--- src/hw/art16_pkg.sv ---
// shared constants and types for the 16-bit auto-reload timer
package art16_pkg;
    // ****************************************************************
    // widths and reset values
    // ****************************************************************
    localparam int          ART16_W       = 16;
    localparam logic [15:0] ART16_ONES    = 16'hFFFF;
    localparam logic [15:0] ART16_ZERO    = 16'h0000;
    localparam logic [7:0]  ART16_BYTE0   = 8'h00;
    // prescaler ratio codes
    localparam logic [1:0]  ART16_PSC_1   = 2'h0;
    localparam logic [1:0]  ART16_PSC_4   = 2'h1;
    localparam logic [1:0]  ART16_PSC_16  = 2'h2;
    localparam logic [3:0]  ART16_DIV4_M  = 4'h3;
    localparam logic [3:0]  ART16_DIV16_M = 4'hF;
    // restart source codes {restart_select_hi, restart_select_lo}
    localparam logic [1:0]  ART16_RS_SW   = 2'h0;
    localparam logic [1:0]  ART16_RS_A    = 2'h1;
    localparam logic [1:0]  ART16_RS_B    = 2'h2;
    // targets of a byte write: three 16-bit registers and the high byte hold
    localparam logic [2:0]  ART16_T_RLD   = 3'h0;
    localparam logic [2:0]  ART16_T_CMP   = 3'h1;
    localparam logic [2:0]  ART16_T_MASK  = 3'h2;
    localparam logic [2:0]  ART16_T_HIGH  = 3'h4;
    // flag bit positions
    localparam int          ART16_F_A     = 0;
    localparam int          ART16_F_B     = 1;
    localparam int          ART16_F_OVF   = 2;
    localparam int          ART16_F_CMP   = 3;
    localparam int          ART16_F_ZERO  = 4;
    localparam logic [4:0]  ART16_F_NONE  = 5'h00;

    // byte write request from the core
    typedef struct packed {
        logic       wr;
        logic [2:0] target;
        logic [7:0] data;
    } art16_wr_t;

    // mode configuration bits
    typedef struct packed {
        logic       reload_en;
        logic [1:0] restart_sel;
        logic [1:0] psc_sel;
        logic       edge_a_fall;
        logic       edge_b_fall;
        logic       pwm_out_enable;
        logic       pwm_toggle_select;
        logic       pwm_polarity;
        logic       overflow_toggle_select;
    } art16_cfg_t;

    // restart sequencer state
    typedef enum logic [1:0] {
        ART16_IDLE  = 2'b01,
        ART16_COUNT = 2'b10
    } art16_state_t;
endpackage

--- src/hw/art16_timer.sv ---
// 16-bit auto-reload down-counter with prescaler, compare, capture, pwm
`timescale 1ns/10ps
`default_nettype none
module art16_timer
    import art16_pkg::*;
(
    // clock and reset
    input  wire logic               i_clk,
    input  wire logic               i_rst,
    // byte writes and control
    input  wire art16_wr_t          i_wr,
    input  wire logic               i_run_reset_ctl,
    input  wire art16_cfg_t         i_cfg,
    input  wire logic [4:0]         i_irq_enable,
    input  wire logic [4:0]         i_flag_clear,
    // event pins
    input  wire logic               i_event_input_a,
    input  wire logic               i_event_input_b,
    // status and values
    output logic [ART16_W-1:0]      o_central_count,
    output logic [ART16_W-1:0]      o_reload_capture_reg,
    output logic [ART16_W-1:0]      o_capture_value_reg,
    output logic [ART16_W-1:0]      o_compare_value_reg,
    output logic [ART16_W-1:0]      o_mask_reg,
    output logic [4:0]              o_flags,
    // output pins
    output logic                    o_pwm_pin,
    output logic                    o_overflow_pin,
    output logic                    o_irq
);
    // ****************************************************************
    // state
    // ****************************************************************
    logic [7:0]          high_hold_q;
    logic [ART16_W-1:0]  reload_q, cmp_q, mask_q, cap_q, cnt_q, cnt_d;
    logic [3:0]          psc_q;
    logic [4:0]          flags_q, flag_set;
    logic [2:0]          sync_a_q, sync_b_q;
    logic                run_q, pwm_q, ovf_pin_q, irq_q;
    art16_state_t        state_q, state_d;

    // ****************************************************************
    // decode
    // ****************************************************************
    function automatic logic edge_of(input logic [2:1] s, input logic fall);
        edge_of = fall ? (s[2] & ~s[1]) : (~s[2] & s[1]);
    endfunction

    wire         ev_a      = edge_of(sync_a_q[2:1], i_cfg.edge_a_fall);
    wire         ev_b      = edge_of(sync_b_q[2:1], i_cfg.edge_b_fall);
    wire         run_rise  = i_run_reset_ctl & ~run_q;
    wire [3:0]   psc_mask  = (i_cfg.psc_sel == ART16_PSC_4)  ? ART16_DIV4_M :
                             (i_cfg.psc_sel == ART16_PSC_16) ? ART16_DIV16_M :
                             4'h0;
    wire         tick      = i_run_reset_ctl && ((psc_q & psc_mask) == 4'h0);
    wire [15:0]  reload_v  = i_cfg.reload_en ? reload_q : ART16_ONES;
    wire         counting  = !i_cfg.reload_en || (state_q == ART16_COUNT);
    // overflow on zero to reload transition
    wire         overflow  = tick && counting && (cnt_q == ART16_ZERO);
    // restart event per selected source
    wire         restart   = i_cfg.reload_en && (
                   (i_cfg.restart_sel == ART16_RS_A)  ? ev_a :
                   (i_cfg.restart_sel == ART16_RS_B)  ? ev_b :
                   (i_cfg.restart_sel == ART16_RS_SW) ? run_rise : 1'b0);
    wire         cmp_hit   = (cnt_q & mask_q) == (cmp_q & mask_q);
    wire         zero_hit  = (cnt_q & mask_q) == ART16_ZERO;
    wire         cmp_ev    = cmp_hit && tick;
    wire         zero_ev   = zero_hit && tick;
    // capture of counter on input b, plus restart-mode capture
    wire         cap_b     = ev_b && i_run_reset_ctl &&
                             (!i_cfg.reload_en || state_q == ART16_COUNT
                              || i_cfg.restart_sel == ART16_RS_B);
    // reload register capture only without reload
    wire         cap_a     = ev_a && i_run_reset_ctl && !i_cfg.reload_en;
    wire         wr_lo     = i_wr.wr && (i_wr.target != ART16_T_HIGH);
    wire [15:0]  wr_word   = {high_hold_q, i_wr.data};

    // ****************************************************************
    // counter next value
    // ****************************************************************
    always_comb begin
        cnt_d   = cnt_q;
        state_d = state_q;
        if (!i_run_reset_ctl) begin
            cnt_d = ART16_ZERO;
            state_d = ART16_IDLE;
        end else if (restart) begin
            cnt_d   = reload_q;
            state_d = ART16_COUNT;
        end else if (overflow) begin
            cnt_d = reload_v;
        end else if (tick && counting) begin
            cnt_d = cnt_q - 16'h0001;
        end
    end

    always_comb begin
        flag_set               = ART16_F_NONE;
        flag_set[ART16_F_A]    = ev_a && i_run_reset_ctl;
        flag_set[ART16_F_B]    = ev_b && i_run_reset_ctl;
        flag_set[ART16_F_OVF]  = overflow;
        flag_set[ART16_F_CMP]  = cmp_ev;
        flag_set[ART16_F_ZERO] = zero_ev;
    end

    // ****************************************************************
    // registers
    // ****************************************************************
    // input synchronisers, third stage only for edge detect
    always_ff @(posedge i_clk) begin
        if (i_rst) begin
            sync_a_q <= 3'h0;
            sync_b_q <= 3'h0;
        end else begin
            sync_a_q <= {sync_a_q[1:0], i_event_input_a};
            sync_b_q <= {sync_b_q[1:0], i_event_input_b};
        end
    end

    // held until the next high write
    always_ff @(posedge i_clk) begin
        if (i_rst)
            high_hold_q <= ART16_BYTE0;
        else if (i_wr.wr && i_wr.target == ART16_T_HIGH)
            high_hold_q <= i_wr.data;
    end

    // word transfer on low write; capture into reload reg
    always_ff @(posedge i_clk) begin
        if (i_rst) begin
            reload_q <= ART16_ZERO;
            cmp_q    <= ART16_ZERO;
            mask_q   <= ART16_ONES;
        end else begin
            if (cap_a)
                reload_q <= cnt_q;
            else if (wr_lo && i_wr.target == ART16_T_RLD)
                reload_q <= wr_word;
            if (wr_lo && i_wr.target == ART16_T_CMP)
                cmp_q <= wr_word;
            if (wr_lo && i_wr.target == ART16_T_MASK)
                mask_q <= wr_word;
        end
    end

    always_ff @(posedge i_clk) begin
        if (i_rst)
            cap_q <= ART16_ZERO;
        else if (cap_b)
            cap_q <= cnt_q;
    end

    // counter, prescaler, sequencer
    // settings untouched, so restart reuses the mode
    always_ff @(posedge i_clk) begin
        if (i_rst) begin
            cnt_q   <= ART16_ZERO;
            psc_q   <= 4'h0;
            run_q   <= 1'b0;
            state_q <= ART16_IDLE;
        end else begin
            cnt_q   <= cnt_d;
            psc_q   <= i_run_reset_ctl ? psc_q + 4'h1 : 4'h0;
            run_q   <= i_run_reset_ctl;
            state_q <= state_d;
        end
    end

    // sticky flags, a set beats a same-cycle clear
    always_ff @(posedge i_clk) begin
        if (i_rst)
            flags_q <= ART16_F_NONE;
        else
            flags_q <= (flags_q & ~i_flag_clear) | flag_set;
    end

    always_ff @(posedge i_clk) begin
        if (i_rst)
            pwm_q <= 1'b0;
        else if (!i_cfg.pwm_out_enable)
            pwm_q <= i_cfg.pwm_polarity;
        else if (i_cfg.pwm_toggle_select) begin
            if (cmp_ev)
                pwm_q <= ~pwm_q;
        end else if (cmp_ev)
            pwm_q <= i_cfg.pwm_polarity;
        else if (zero_ev)
            pwm_q <= ~i_cfg.pwm_polarity;
    end

    // overflow pin; set mode follows the sticky flag
    always_ff @(posedge i_clk) begin
        if (i_rst)
            ovf_pin_q <= 1'b0;
        else if (i_cfg.overflow_toggle_select) begin
            if (overflow)
                ovf_pin_q <= ~ovf_pin_q;
        end else
            ovf_pin_q <= (flags_q[ART16_F_OVF] & ~i_flag_clear[ART16_F_OVF])
                         | overflow;
    end

    // interrupt, registered from next flag state
    always_ff @(posedge i_clk) begin
        if (i_rst)
            irq_q <= 1'b0;
        else
            irq_q <= |(((flags_q & ~i_flag_clear) | flag_set) & i_irq_enable);
    end

    // ****************************************************************
    // outputs
    // ****************************************************************
    assign o_central_count      = cnt_q;
    assign o_reload_capture_reg = reload_q;
    assign o_capture_value_reg  = cap_q;
    assign o_compare_value_reg  = cmp_q;
    assign o_mask_reg           = mask_q;
    assign o_flags              = flags_q;
    assign o_pwm_pin            = pwm_q;
    assign o_overflow_pin       = ovf_pin_q;
    assign o_irq                = irq_q;
endmodule
`default_nettype wire

--- config.mk ---
export PLATFORM = sky130hd
export DESIGN_NAME = art16_timer
export DESIGN_NICKNAME = d
export VERILOG_FILES = /design/src/hw/art16_pkg.sv /design/src/hw/art16_timer.sv
export SDC_FILE = /design/constraint.sdc
export NUM_CORES = 1
export LEC_CHECK = 0
export ABC_CLOCK_PERIOD_IN_PS = 2100
export BUFFER_PORTS_ARGS = -buffer_cell sky130_fd_sc_hd__buf_2
export CELL_PAD_IN_SITES_DETAIL_PLACEMENT = 2
export CELL_PAD_IN_SITES_GLOBAL_PLACEMENT = 2
export CORE_MARGIN = 3
export CORE_UTILIZATION = 28
export CTS_CLUSTER_DIAMETER = 80
export CTS_CLUSTER_SIZE = 28
export DETAILED_ROUTE_END_ITERATION = 8
export PLACE_DENSITY_LB_ADDON = 0.15
export SKIP_LAST_GASP = 1
export SYNTH_ARGS = -nofsm -noshare
export SYNTH_HDL_FRONTEND = slang
export SYNTH_SLANG_ARGS = --single-unit
--- constraint.sdc ---
create_clock -name i_clk -period 2.1 [get_ports i_clk]
set_clock_uncertainty 0.2 [all_clocks]
set_input_delay 0.21 -clock i_clk [delete_from_list [all_inputs] [get_ports i_clk]]
set_output_delay 0.21 -clock i_clk [all_outputs]
set_load 0.02 [all_outputs]
Word level (Yosys, flattened, before mapping)
Cells that the tools add are included.
- register bits after elaboration: 109
- input port bits: 38
- output and inout port bits: 88
- add/sub/neg operators: 2
- eq/ne operators: 13
- muxes and demuxes: 20
- bitwise gates (word level): 24
- reduce and logical (&&, ||, !) cells: 28
- operator list (cell ; number):
    two-way mux 16 bit ; 6
    bitwise AND 16 bit ; 2
    zero test 16 bit ; 2
    equality test 16 bit ; 1
    subtractor 16 x 1 -> 16 bit (second input constant) ; 1
    logical AND 1 bit ; 15
    two-way mux 1 bit ; 12
    bitwise AND 5 bit ; 2
    NOT 1 bit ; 10
    two-way mux 4 bit ; 2
    bitwise AND 1 bit ; 6
    equality test 2 bit (second input constant) ; 3
    NOT 5 bit ; 1
    OR 5 bit ; 1
    OR reduction 5 bit ; 1
    adder 4 x 1 -> 4 bit (second input constant) ; 1
    bitwise AND 4 bit ; 1
    equality test 2 x 1 -> 1 bit (second input constant) ; 2
    zero test 4 bit ; 1
    equality test 3 x 1 -> 1 bit (second input constant) ; 1
    equality test 3 x 2 -> 1 bit (second input constant) ; 1
    equality test 3 bit (second input constant) ; 1
    zero test 3 bit ; 1
    inequality test 3 x 1 -> 1 bit (second input constant) ; 1
    11 further kinds ; 12

Depth between registers and ports, before layout
- depth in word-level cells: 11
- gate-level depth with buffers: 10
- depth with buffers taken out: 8

Worst setup path after synthesis
Ideal clock, no wire load.
- path kind: flip-flop to flip-flop
- start: register cnt_q[0] (netlist: o_central_count[0])
- end: register cnt_q[8] (netlist: o_central_count[8])
- setup time: 0.115 ns
- data arrival time: 1.884 ns
- setup slack: -0.098 ns
- stages on the path, launching flop included: 10
- clock period less this slack: 2.198 ns
- cell sequence: dfxtp_1 -> buf_2 -> inv_1 -> ha_1 -> nor3b_1 -> nand2_1 -> nor3_1 -> mux2i_1 -> a21oi_1 -> o21a_1
- longest elaborated chain between the ends: 4
- ends and longest elaborated chain (item ; RTL line ; text):
    from (decl) ; art16_timer.sv:35 ; logic [ART16_W-1:0] reload_q, cmp_q, mask_q, cap_q, cnt_q, cnt_d;
    from (signal assigned) ; art16_timer.sv:162 ; cnt_q <= cnt_d;
    subtractor 16 x 1 -> 16 bit / zero test 16 bit (equally long branches) ; art16_timer.sv:93, art16_timer.sv:59 ;
    two-way mux 16 bit / logical AND 1 bit (equally long branches) ; art16_timer.sv:92, art16_timer.sv:59 ;
    two-way mux 16 bit ; art16_timer.sv:90 ; end else if (overflow) begin
    two-way mux 16 bit ; art16_timer.sv:87 ; end else if (restart) begin
Parallel ways exist; a longest one is shown, timed or not. The select of a mux whose other input is x is not followed.
A chain may end at the register's enable or synchronous reset.

Worst setup path in the final report
- start: register cnt_q[3] (netlist: o_central_count[3])
- end: register cnt_q[12] (netlist: o_central_count[12])
The elaborated chain is that of the path after synthesis.

==> impl_metrics.yaml <==
status:
  status: "complete, but fails checks"
  violations: "negative setup slack"
worst_setup_path:
  cp-start-kind: "flop"
  rr_endpoint: "o_central_count[12]"
  ff2ff_path_depth: 7
  r2r-start: "o_central_count[3]"
  end_kind: "flop"
  arrival_ps: 2200
  reg2reg_slack_ps: -70
  critPathRequiredTime_ps: 2140
  crit_fanout: 6
  crit_path_start: "o_central_count[3]"
  path_class: "reg -> reg"
die:
  die_w_um: 142
  boundaryPins: 126
  die_h_um: 142
  die_area_mm2: 0.0203
  core_mm2: 0.0181
  start_util: 0.287
  rows: 49
logic_synthesis:
  synthArstFlopShare: 0
  synth_most_common_cell: "dfxtp_1"
  ys_warn_count: 0
  synth_nets: 641
  yosysSeqAreaShare: 0.419
  ys_top_cells_by_area: "dfxtp_1 42%, mux2i_1 7.5%, nor2_1 5.3%"
  syn_avg_cell_area_um2: 8.70
  ys.flop_type: "dfxtp_1"
  netlist_area_mm2: 0.00521
  synth_area_leader_cell: "dfxtp_1"
  synth_cell_types: 67
  synth_edf_count: 0
  ys_seq_elements: 109
  yosys-top-cells-count: "109 x dfxtp_1, 73 x nor2_1, 60 x nand2_1, 49 x a21oi_1, 39 x mux2i_1"
  synth_cells: 599
  synth_top_area_frac: 0.419
cts:
  ctsRootBufferMaster: "clkbuf_16"
  h-tree-depth: 3
  clock_latency_ps: 360
  clk_path_buf_depth: 2
  numClockSinks: 109
  clkTransAtPathRegs_ps: 80
  numCtsBuffers: 9
  cts_tree: "built"
timing:
  relSlewSlack: 0.646
  slew_viol_final: 0
  period_share: 1.03
  rsz0062_at_grt: "yes"
  max_slew.worst_pin.slew_ps: 531
  setup_ws_ps: -65.3
  fmax_mhz: 462
  hold_viol: 0
  hold_ws_ps: 25.9
  setup_viol: 9
  period_minus_slack_ps: 2170
  setup_tns_ps: -220
routing:
  wire_per_inst_um: 22.1
  dr.pass1.iters: 4
  first_iter_violations: 233
  antenna_left: 0
  drc: 0
  viasPerCell: 5.12
  routed_wirelength_um: 23000
  detailroute.via_count: 5328
final_layout:
  multi_input_area_mm2: 0.00304
  diodes: 0
  final_nets: 848
  register_area_mm2: 0.00221
  fin_util: 0.417
  num-fill-cells: 2016
  syn_to_final_growth_pct: 45.0
  fin_cells: 1040
  drive_gt1_frac: 0.396
place:
  numPortBuffers: 125
  dp_cells: 991
  dp_hpwl_um: 16600
  gp_congestion: 0.903
hold_path:
  hp-start: "i_irq_enable[4]"
  hold_path_class: "in -> reg"
  holdPathEnd: "o_irq"
  whs_path_depth: 4
grt:
  grt_pass1_wl_um: 34500
  grt_pass1_vias: 5793
  antenna_found_initial: 0
  grt_remaining_overflow: 0
  grt_max_degree: 87
  track_usage: 0.220
power:
  leakage_nw: 3.43
  vdd_drop_max_mv: 0.546
  p_per_area_mw_per_mm2: 717
  p_total_mw: 5.42
flow_run:
  drv_cap: 0
layout make-up:
type | count | share of cell area
Multi-Input combinational cell | 430 | 0.403
Clock inverter | 6 | 0.00679
Clock buffer | 10 | 0.0303
Sequential cell | 109 | 0.293
Tap cell | 229 | 0.0379
Inverter | 12 | 0.00662
Timing Repair Buffer | 244 | 0.223
layout by cell type, fill, tap and decap left out, types with 6 or more instances in the layout:
cell,netlist,layout
a211o_1,16,16
a211oi_1,7,6
a21oi_1,49,45
a22o_1,7,7
a22oi_1,10,9
a31oi_1,6,6
buf_12,0,7
buf_2,19,126
buf_4,2,85
buf_6,4,9
clkbuf_16,0,9
dfxtp_1,109,95
dfxtp_2,0,9
dlygate4sd3_1,0,16
inv_1,12,10
mux2i_1,39,38
nand2_1,60,54
nand3_1,8,6
nor2_1,73,70
nor2b_1,32,31
o21ai_0,20,9
o21ai_1,1,8
xor2_1,19,18
power by group:
group	leakage [nW]	switching (mW)	total (mW)	internal, mW
combinational	2.40	0.828	1.52	0.695
sequential	0.892	0.0869	2.22	2.13
clock	0.135	0.855	1.67	0.818
total	3.43	1.77	5.42	3.65
through the flow:
stage	area [um^2]	setup WS (ps)
4_1_cts	7220	-37.3
2_1_floorplan	5290	1.53
5_1_grt	7560	-179
6_report	7560	-65.3
3_3_place_gp	6650	-228
3_5_place_dp	6650	-256
kinds of logic after synthesis:
group / after synthesis / share of synthesized area
DFF: 109 / 0.419
and+or+nand+nor: 215 / 0.208
adders and majority gates: 4 / 0.00960
buffers and inverters: 60 / 0.0552
xor gates and xnor gates: 20 / 0.0336
muxes: 40 / 0.0771
AOI/OAI and AO/OA: 151 / 0.198
repair_timing:
item,in CTS,in global routing
buffers inserted,6,11
pin swaps,9,30
resized for setup,23,66
endpoints found under the hold margin,28,0
setup endpoints to repair,30,28
gates cloned,0,1
hold buffers,16,0
critical path, stage by stage (launching register included):
cell     delay (ps)
dfxtp_4         380
buf_8           140
nor4b_4         350
and4_4          340
and2_4          270
o21ai_4         140
a21oi_2         130
o22ai_1          80
per-layer routing:
metal  routed length (um)  track usage  share of wire
met1                10200        0.285           0.44
met2                11600        0.389           0.51
met3                  741       0.0286          0.032
met4                  469       0.0515          0.020
met5                    0            0              0
worst max path at each step:
stage / to / slack, ps / cells past startpoint
final: o_central_count[12] / -70 / 7
after floorplan: o_pwm_pin / 2 / 7
after global routing: o_central_count[3] / -180 / 8
after CTS: o_central_count[13] / -40 / 7
after global placement: o_central_count[13] / -230 / 10
after detailed placement: o_central_count[13] / -260 / 10
Note: power is estimated with default switching activity, not from simulation.
